===== src/core/blc_pkg.sv =====
// package for the byte lane configuration and status block
package blc_pkg;
	localparam logic [3:0] ADDR_CFG = 4'h0;
	localparam logic [3:0] ADDR_STAT0 = 4'h1;
	localparam logic [3:0] ADDR_IRQ_STAT = 4'h2;
	localparam logic [3:0] ADDR_IRQ_MASK = 4'h3;
	localparam logic [31:0] CFG_RESET = 32'h0000_0e81;
	localparam logic [31:0] CFG_WMASK = 32'h0000_1fff;
	localparam int B_EN = 0;
	localparam int B_STERM = 1;
	localparam int B_DTERM = 2;
	localparam int B_IOM = 3;
	localparam int B_PDD = 4;
	localparam int B_PDR = 5;
	localparam int B_RSPD = 6;
	localparam int B_WRITE_STROBE_ENABLE_SEL_LO = 7;
	localparam int B_SDYN = 9;
	localparam int B_DDYN = 10;
	localparam int B_HOLD_LO = 11;
	localparam int N_CAL = 5;
	localparam int B_WLDONE = 5;
	localparam logic [1:0] CAL_MIN_CYC = 2'h2;
	localparam logic [1:0] WRITE_STROBE_ENABLE_SEL_LOW = 2'h0;
	localparam logic [1:0] WRITE_STROBE_ENABLE_SEL_NORM = 2'h1;
	localparam logic [1:0] WRITE_STROBE_ENABLE_SEL_INV = 2'h2;
	localparam logic [1:0] WRITE_STROBE_ENABLE_SEL_HIGH = 2'h3;
	localparam int N_IRQ = 2;
	localparam int IRQ_CAL = 0;
	localparam int IRQ_WL = 1;
endpackage


===== src/core/blc_lane.sv =====
// one byte lane: config register, status register, termination and strobe control
//
// Decided for this implementation: the address map and the strobed register port.
`timescale 1ns/10ps
module blc_lane #(
	parameter int LANE_ID = 0 // lane number, 0 to 8
) (
	input wire logic clk_i, // 10 MHz configuration clock
	input wire logic rst_n_i, // async reset, active low
	input wire logic [3:0] addr_i, // register word address
	input wire logic [31:0] wdata_i, // write data
	input wire logic wr_i, // write strobe
	input wire logic rd_i, // read strobe
	output logic [31:0] rdata_o, // read data, cycle after rd_i
	output logic irq_o, // level interrupt
	input wire logic read_active_i, // read window incl. postamble
	input wire logic dqs_clk_i, // write strobe toggle source
	input wire logic dqs_oe_i, // strobe output enable from datapath
	input wire logic [4:0] cal_done_i, // per-measurement done pulses from pin side
	input wire logic wl_done_i, // write leveling done from pin side
	output logic dq_odt_o, // data/mask termination control
	output logic dqs_odt_o, // strobe termination control
	output logic dqs_o, // true strobe output value
	output logic dqs_n_o, // complementary strobe output value
	output logic dqs_oe_n_o, // strobe output enable, low while driving
	output logic read_strobe_pd_o, // read strobe cell power down
	output logic rx_pd_o, // receiver power down
	output logic tx_pd_o, // driver power down
	output logic io_cmos_o, // 1 cmos, 0 sstl
	output logic lane_active_o // lane takes part in training and transfers
);
	initial begin
		if (LANE_ID < 0 || LANE_ID > 8) $error("lane id out of range");
	end

	logic [1:0] rst_sync_r;
	logic rst_n;
	logic [31:0] cfg_r;
	logic [blc_pkg::N_CAL-1:0] cal_flag_r;
	logic [blc_pkg::N_CAL-1:0] cal_prev_r;
	logic [1:0] cal_cnt_r [blc_pkg::N_CAL];
	logic wl_done_r;
	logic wl_rise_r;
	logic [blc_pkg::N_IRQ-1:0] irq_stat_r;
	logic [blc_pkg::N_IRQ-1:0] irq_mask_r;
	logic [1:0] hold_cnt_r;
	logic hold_on_r;
	logic read_d_r;
	logic [2:0] rd_sync_r;
	logic [2:0] dqs_sync_r;
	logic [2:0] oe_sync_r;
	logic [3*blc_pkg::N_CAL-1:0] cal_sync_r;
	logic [2:0] wl_sync_r;
	logic all_done;
	logic term_window;
	logic dqs_val;

	assign rst_n = rst_sync_r[1];

	// release reset through two flops so all fields leave reset on one edge
	always_ff @(posedge clk_i or negedge rst_n_i) begin
		if (!rst_n_i) rst_sync_r <= 2'h0;
		else rst_sync_r <= {rst_sync_r[0], 1'b1};
	end

	// pin-side inputs cross three flops; settled only while second and third are both high
	always_ff @(posedge clk_i or negedge rst_n) begin
		if (!rst_n) begin
			rd_sync_r <= 3'h0;
			dqs_sync_r <= 3'h0;
			oe_sync_r <= 3'h0;
			wl_sync_r <= 3'h0;
			cal_sync_r <= '0;
		end else begin
			rd_sync_r <= {rd_sync_r[1:0], read_active_i};
			dqs_sync_r <= {dqs_sync_r[1:0], dqs_clk_i};
			oe_sync_r <= {oe_sync_r[1:0], dqs_oe_i};
			wl_sync_r <= {wl_sync_r[1:0], wl_done_i};
			for (int i = 0; i < blc_pkg::N_CAL; i++) begin
				cal_sync_r[3*i +: 3] <= {cal_sync_r[3*i +: 2], cal_done_i[i]};
			end
		end
	end

	function automatic logic settled(input logic [2:0] s);
		settled = s[1] & s[2];
	endfunction

	// config register
	always_ff @(posedge clk_i or negedge rst_n) begin
		if (!rst_n) cfg_r <= blc_pkg::CFG_RESET;
		else if (wr_i && addr_i == blc_pkg::ADDR_CFG) begin
			cfg_r <= wdata_i & blc_pkg::CFG_WMASK;
		end
	end

	// a flag holds its minimum time even if all measurements finish early
	assign all_done = &cal_flag_r;
	generate
		for (genvar g = 0; g < blc_pkg::N_CAL; g++) begin : g_cal
			// set on the rising edge only, so a done level held high cannot re-set the flag
			always_ff @(posedge clk_i or negedge rst_n) begin
				if (!rst_n) begin
					cal_flag_r[g] <= 1'b0;
					cal_cnt_r[g] <= 2'h0;
					cal_prev_r[g] <= 1'b0;
				end else begin
					cal_prev_r[g] <= settled(cal_sync_r[3*g +: 3]);
					if (settled(cal_sync_r[3*g +: 3]) && !cal_prev_r[g] && cfg_r[blc_pkg::B_EN]) begin
						cal_flag_r[g] <= 1'b1;
						if (cal_cnt_r[g] != blc_pkg::CAL_MIN_CYC) cal_cnt_r[g] <= cal_cnt_r[g] + 2'h1;
					end else if (cal_flag_r[g] && cal_cnt_r[g] != blc_pkg::CAL_MIN_CYC) begin
						cal_cnt_r[g] <= cal_cnt_r[g] + 2'h1;
					end else if (all_done && cal_cnt_r[g] == blc_pkg::CAL_MIN_CYC) begin
						cal_flag_r[g] <= 1'b0;
						cal_cnt_r[g] <= 2'h0;
					end
				end
			end
		end
	endgenerate

	always_ff @(posedge clk_i or negedge rst_n) begin
		if (!rst_n) wl_done_r <= 1'b0;
		else if (!cfg_r[blc_pkg::B_EN]) wl_done_r <= 1'b0;
		else if (settled(wl_sync_r)) wl_done_r <= 1'b1;
	end

	// one-cycle event when leveling completes; the sticky level alone would re-set the irq
	always_ff @(posedge clk_i or negedge rst_n) begin
		if (!rst_n) wl_rise_r <= 1'b0;
		else wl_rise_r <= cfg_r[blc_pkg::B_EN] & settled(wl_sync_r) & ~wl_done_r;
	end

	// interrupt status: set wins over write-one-to-clear
	always_ff @(posedge clk_i or negedge rst_n) begin
		if (!rst_n) irq_stat_r <= '0;
		else begin
			for (int i = 0; i < blc_pkg::N_IRQ; i++) begin
				logic set_v;
				set_v = (i == blc_pkg::IRQ_CAL) ? all_done : wl_rise_r;
				if (set_v) irq_stat_r[i] <= 1'b1;
				else if (wr_i && addr_i == blc_pkg::ADDR_IRQ_STAT && wdata_i[i]) irq_stat_r[i] <= 1'b0;
			end
		end
	end

	always_ff @(posedge clk_i or negedge rst_n) begin
		if (!rst_n) irq_mask_r <= '0;
		else if (wr_i && addr_i == blc_pkg::ADDR_IRQ_MASK) irq_mask_r <= wdata_i[blc_pkg::N_IRQ-1:0];
	end

	always_ff @(posedge clk_i or negedge rst_n) begin
		if (!rst_n) irq_o <= 1'b0;
		else irq_o <= |(irq_stat_r & irq_mask_r);
	end

	// read data, unmapped addresses read zero
	always_ff @(posedge clk_i or negedge rst_n) begin
		if (!rst_n) rdata_o <= 32'h0;
		else if (rd_i) begin
			case (addr_i)
				blc_pkg::ADDR_CFG: rdata_o <= cfg_r;
				blc_pkg::ADDR_STAT0: rdata_o <= {26'h0, wl_done_r, cal_flag_r};
				blc_pkg::ADDR_IRQ_STAT: rdata_o <= {30'h0, irq_stat_r};
				blc_pkg::ADDR_IRQ_MASK: rdata_o <= {30'h0, irq_mask_r};
				default: rdata_o <= 32'h0;
			endcase
		end else rdata_o <= 32'h0;
	end

	// termination hold after read postamble
	always_ff @(posedge clk_i or negedge rst_n) begin
		if (!rst_n) begin
			read_d_r <= 1'b0;
			hold_cnt_r <= 2'h0;
			hold_on_r <= 1'b0;
		end else begin
			read_d_r <= settled(rd_sync_r);
			if (settled(rd_sync_r)) hold_on_r <= 1'b0;
			else if (read_d_r) begin
				hold_cnt_r <= cfg_r[blc_pkg::B_HOLD_LO +: 2];
				hold_on_r <= cfg_r[blc_pkg::B_HOLD_LO +: 2] != 2'h0;
			end else if (hold_on_r) begin
				hold_cnt_r <= hold_cnt_r - 2'h1;
				hold_on_r <= hold_cnt_r != 2'h1;
			end
		end
	end

	// delayed copy bridges the cycle in which the hold counter loads, so no gap opens
	assign term_window = settled(rd_sync_r) | read_d_r | hold_on_r;

	always_comb begin
		case (cfg_r[blc_pkg::B_WRITE_STROBE_ENABLE_SEL_LO +: 2])
			blc_pkg::WRITE_STROBE_ENABLE_SEL_LOW: dqs_val = 1'b0;
			blc_pkg::WRITE_STROBE_ENABLE_SEL_NORM: dqs_val = dqs_sync_r[2];
			blc_pkg::WRITE_STROBE_ENABLE_SEL_INV: dqs_val = ~dqs_sync_r[2];
			blc_pkg::WRITE_STROBE_ENABLE_SEL_HIGH: dqs_val = 1'b1;
			default: dqs_val = 1'b0;
		endcase
	end

	// pin controls; a disabled lane drops termination and strobe drive
	always_ff @(posedge clk_i or negedge rst_n) begin
		if (!rst_n) begin
			dq_odt_o <= 1'b0;
			dqs_odt_o <= 1'b0;
			dqs_o <= 1'b0;
			dqs_n_o <= 1'b1;
			dqs_oe_n_o <= 1'b1;
		end else begin
			dq_odt_o <= cfg_r[blc_pkg::B_EN] & cfg_r[blc_pkg::B_DTERM]
				& (~cfg_r[blc_pkg::B_DDYN] | term_window);
			dqs_odt_o <= cfg_r[blc_pkg::B_EN] & cfg_r[blc_pkg::B_STERM]
				& (~cfg_r[blc_pkg::B_SDYN] | term_window);
			dqs_o <= dqs_val;
			dqs_n_o <= ~dqs_val;
			dqs_oe_n_o <= ~(settled(oe_sync_r) & cfg_r[blc_pkg::B_EN]);
		end
	end

	always_ff @(posedge clk_i or negedge rst_n) begin
		if (!rst_n) begin
			read_strobe_pd_o <= 1'b0;
			rx_pd_o <= 1'b0;
			tx_pd_o <= 1'b0;
			io_cmos_o <= 1'b0;
			lane_active_o <= 1'b0;
		end else begin
			read_strobe_pd_o <= cfg_r[blc_pkg::B_RSPD];
			rx_pd_o <= cfg_r[blc_pkg::B_PDR];
			tx_pd_o <= cfg_r[blc_pkg::B_PDD];
			io_cmos_o <= cfg_r[blc_pkg::B_IOM];
			lane_active_o <= cfg_r[blc_pkg::B_EN];
		end
	end
endmodule // blc_lane


===== config.mk =====
export PLATFORM = sky130hd
export DESIGN_NAME = blc_lane
export DESIGN_NICKNAME = d
export VERILOG_FILES = /design/src/core/blc_pkg.sv /design/src/core/blc_lane.sv
export SDC_FILE = /design/constraint.sdc
export NUM_CORES = 1
export LEC_CHECK = 0
export BUFFER_PORTS_ARGS = -buffer_cell sky130_fd_sc_hd__clkbuf_2
export CELL_PAD_IN_SITES_DETAIL_PLACEMENT = 1
export CELL_PAD_IN_SITES_GLOBAL_PLACEMENT = 1
export CORE_MARGIN = 10
export CORE_UTILIZATION = 42
export DETAILED_ROUTE_END_ITERATION = 8
export GPL_ROUTABILITY_DRIVEN = 0
export PLACE_DENSITY = 0.84
export SLEW_MARGIN = 5
export SYNTH_ARGS = -nofsm -noshare
export SYNTH_HDL_FRONTEND = slang
export SYNTH_SLANG_ARGS = --single-unit
export TNS_END_PERCENT = 30

===== constraint.sdc =====
create_clock -name clk_i -period 4 [get_ports clk_i]
set_input_delay 0.8 -clock clk_i [delete_from_list [all_inputs] [get_ports clk_i]]
set_output_delay 0.8 -clock clk_i [all_outputs]
set_load 0.02 [all_outputs]

Yosys cells after proc, flatten, opt, wreduce, memory -nomap -nowiden
Index checks and enable logic that the tools add are counted.
Storage, ports and cells
  flip-flop bits (word level): 96
  bits of input ports: 49
  output and inout bits: 43
Cells by class
  add/subtract/negate cells: 6
  equality and inequality tests: 28
  muxes and demuxes: 49
  bitwise gates (word level): 27
  reductions and logical operators: 59
Operators with widths (number)
  $pmux 13 s4: 1
  $mux 2: 22
  $logic_and 1x1->1: 25
  $mux 1: 24
  $reduce_and 2->1: 11
  $ne 2x2->1 const B: 10
  $reduce_bool 2->1: 9
  $and 1x1->1: 15
  $reduce_bool 3->1: 5
  $eq 2x2->1 const B: 7
  $ne 2x1->1 const B: 7
  $mux 13: 1
  $add 2x1->2 const B: 5
  $eq 4x2->1 const B: 2
  $not 1->1: 7
  $logic_not 1->1: 5
  $reduce_and 5->1: 1
  $eq 4x1->1 const B: 1
  $logic_not 4->1: 1
  $or 1x1->1: 4
  $pmux 1 s4: 1
  $and 2x2->2: 1
  $eq 2x1->1 const B: 1
  $logic_not 2->1: 1
  other kinds (2): 2

Depth between registers and ports, before layout
  depth after elaboration: 5
  mapped depth: 5
  depth with buffers taken out: 5

Least setup slack after synthesis
OpenSTA, ideal clock, no wires.
  path type: input to register
  start point: in addr_i[0]
  end point: reg cfg_r[12]
  setup time: 0.125 ns
  arrival: 1.586 ns
  setup slack: 2.289 ns
  stages: 5
  path buffers: 2
  cell sequence: buf_6 > nor2_4 > nand3_4 > buf_6 > mux2_4
Between the ends
  cells in the longest elaborated chain, start to end: 2
Ends and longest elaborated chain
  start, declared: RTL line blc_lane.sv:10  | input wire logic [3:0] addr_i,
  $logic_not 4->1: RTL line blc_lane.sv:92  | else if (wr_i && addr_i == blc_pkg::ADDR_CFG) begin
  $logic_and 1x1->1: RTL line blc_lane.sv:92
  end signal, assigned: RTL line blc_lane.sv:91  | if (!rst_n) cfg_r <= blc_pkg::CFG_RESET;
  end signal, assigned: RTL line blc_lane.sv:93  | cfg_r <= wdata_i & blc_pkg::CFG_WMASK;
  end, declared: RTL line blc_lane.sv:38  | logic [31:0] cfg_r;
No other way between the ends.
A chain may end at the register's enable or synchronous reset.

Worst setup path in the final report
  start point: reg dqs_n_o
  end point: out dqs_n_o
RTL lines
  start, declared: RTL line blc_lane.sv:24  | output logic dqs_n_o,
  start signal, assigned: RTL line blc_lane.sv:218  | dqs_n_o <= ~dqs_val;
No word-level cell between the ends.

==> metrics <==
run status=finished, final reports clean; Final Cell Area=4230 sq um; Data required, critical path=3.20 ns; Period minus WS final=1.88 ns; Final WS setup=2.12 ns; DP HPWL=5480 microns; HP Class=input pin to async pin; yosys warns=0; Critical Path Fanout Max=1; TritonCTS clock tree=yes; DP Area=4030 sq um; Seq/Total Area, Yosys=64.7%; fin. max-slew vios=0; post-route ant nets=0; placed insts=427; Synth Register Bits=96; die area=13000 sq um; drc violations=0; Post-Route WL=7470 microns; clk root buf=clkbuf_8; maximum level of the CTS H-tree=3; Power, Total=2.58 mW; Slowest cell on crit path=dfstp_2; Die H=114 microns; # IOs=92; initial DRC count=68; Layout Skew=0.0149 ns; Final Non-Filler Cells=443; maximum root-to-sink buffer count=2; die width=114 microns; Final #Nets=385; CP top delay family=flip-flops; Leakage=2.10 nW; num rows=34; wire per inst=16.9 microns; IO buf count=53; final period utilization=46.9%; Slew @ Worst Pin=0.802 ns; Setup-failing EPs final=0; crit-path max cell delay=0.53 ns; Comb pwr share=24.0%; Worst setup SP type=flip-flop; core area=8680 sq um; P_int=1.71 mW; Flop pwr share=51.7%; PwrDens=612 nW/um^2; synthesized instance count=270; P&R area growth vs syn=13.4%; Sw Ratio=33.8%; grt total ovfl=0; CTS Sinks=96; Max Freq=533 MHz; Critical Path AT=1.08 ns; MaxCap Viol Count=0; critical path class=flip-flop to output pin; clock slew at reported path FFs=0.11 ns; RSZ-0062 raised after global routing=no; endpoint class of the critical path=output pin; GRT Total Usage=12.0%; clock share of power=24.3%; vias in the first global route=2476; hold_buf cts=0; via count=2223; cts repair resizes=0; post-synthesis cell area=3730 sq um; pre-CTS WS=2.01 ns; Initial Utilization=42.9%; Syn Area/Cell=13.8 sq um; vias per cell=5.02; CP cell instances=clkbuf_2; CP Buf/Inv Count=1; ANT cells=0; initial antenna violation count=0; Setup Fix Bufs, Post-CTS=0; layout cells sized above 1=31.9%; TNS Setup=0 ns; Psw=0.874 mW; Clock Latency Late Sink=0.38 ns; CTS Buf Count=9; first-pass GRT wire length=12300 microns; largest net degree at the start of global routing=66; Final Hold Fails=0; Peak VDD IR=0.192 mV; Slew headroom=46.5%; Cell variety after synth=44; First-pass DRT Iterations=5
## per-stage QoR
stage | hold WS, ns | utilization [%]
2_1_floorplan | 0.331 | -
3_3_place_gp | 0.332 | 46.4
3_5_place_dp | 0.336 | 46.4
4_1_cts | 0.173 | 48.7
5_1_grt | 0.167 | 48.7
6_report | 0.187 | 48.7
## layout make-up
class,instances,area [sq um]
Multi-Input combinational cell,158,1170
Sequential cell,96,2410
Clock buffer,9,124
Tap cell,108,135
Clock inverter,7,71.3
Fill cell,926,4450
Inverter,11,41.3
Timing Repair Buffer,54,273
## sequential cells by signal (all words and copies together) (netlist names), 5 cells and up
| register | count |
|---|---|
| rdata_o | 13 |
| cal_prev_r | 5 |
| cal_cnt_r | 10 |
| cfg_r | 13 |
| cal_flag_r | 5 |
| cal_sync_r | 15 |
## power by group through the flow
stage / Clock [mW] / Sequential (mW) / Combinational [mW]
finish: 0.627 / 1.34 / 0.621
global route: 0.684 / 1.37 / 0.701
CTS: 0.644 / 1.34 / 0.630
detailed placement: 0 / 1.36 / 0.626
global placement: 0 / 1.34 / 0.574
floorplan: 0 / 1.33 / 0.469
## kinds of logic (layout without fill, tap and decap cells)
kind of cell | after synthesis | count (layout) | share of synthesized area (%)
fa+ha+maj | 6 | 6 | 2.01
buf+inv | 34 | 81 | 5.84
xor+xnor | 1 | 1 | 0.235
simple gates | 71 | 71 | 12.0
flops | 96 | 96 | 64.7
other cells | 2 | 20 | 0.201
compound gates | 38 | 38 | 6.95
mux | 22 | 22 | 8.09
## metal layers
layer	part of all wire (%)	vias up	global-route usage, %
li1	-	1024	-
met1	42	1129	13.6
met2	50	57	19.8
met3	5.8	13	4.09
met4	2.2	0	6.02
met5	0	-	0
## synth_stat cells (all sizes together)
| library cell | instances | share of area (%) |
|---|---|---|
| buf | 22 | 4.6 |
| ha | 6 | 2.0 |
| mux4 | 2 | 1.2 |
| a221oi | 6 | 1.4 |
| o21bai | 1 | 0.20 |
| nand4b | 2 | 0.87 |
| and3 | 6 | 1.1 |
| or2 | 1 | 0.17 |
| o22a | 1 | 0.24 |
| nand3 | 2 | 0.60 |
| nor2 | 16 | 2.0 |
| or3b | 1 | 0.24 |
| mux2 | 15 | 5.5 |
| nand4 | 2 | 0.34 |
| and4b | 6 | 1.6 |
| mux2i | 5 | 1.3 |
| conb | 2 | 0.20 |
| a21oi | 6 | 0.91 |
| dfrtp | 89 | 60 |
| inv | 11 | 1.1 |
| a21o | 6 | 1.2 |
| clkbuf | 1 | 0.10 |
| nor2b | 1 | 0.17 |
| a211oi | 1 | 0.34 |
| and4 | 1 | 0.30 |
| dfstp | 7 | 4.9 |
| nand2 | 13 | 1.3 |
| a22o | 1 | 0.24 |
| nor3 | 7 | 0.94 |
| xnor2 | 1 | 0.24 |
| a31oi | 2 | 0.34 |
| a22oi | 1 | 0.20 |
| a32o | 1 | 0.27 |
| o21ai | 12 | 1.6 |
| and2 | 13 | 2.2 |
## path summary, 6_finish.rpt
path                                     from            end  slack, ns  depth (start not counted)
worst max-delay path                  dqs_n_o        dqs_n_o       2.12                          1
worst min-delay path                  rst_n_i  rst_sync_r[1]       0.19                          1
worst max register to register       cfg_r[0]   cal_cnt_r[1]       2.40                          3
worst min register to register   oe_sync_r[0]   oe_sync_r[1]       0.36                          0
max in group asynchronous       rst_sync_r[1]       cfg_r[0]       2.62                          1
min in group clk_i               oe_sync_r[0]   oe_sync_r[1]       0.36                          0
## placed cells by master (no fill, tap or decap), types with 5 or more instances in the layout
master     n
dfrtp_1   88
clkbuf_2  53
conb_1    20
nor2_1    14
nand2_1   13
and2_1    12
o21ai_0   12
inv_1     11
mux2_4    10
clkbuf_8   9
nor3_1     7
dfstp_2    7
a221oi_1   6
a21o_1     6
ha_1       6
mux2i_1    5
and3_1     5
a21oi_1    5
and4b_1    5
mux2_2     5
(Power assumes the default switching activity.)
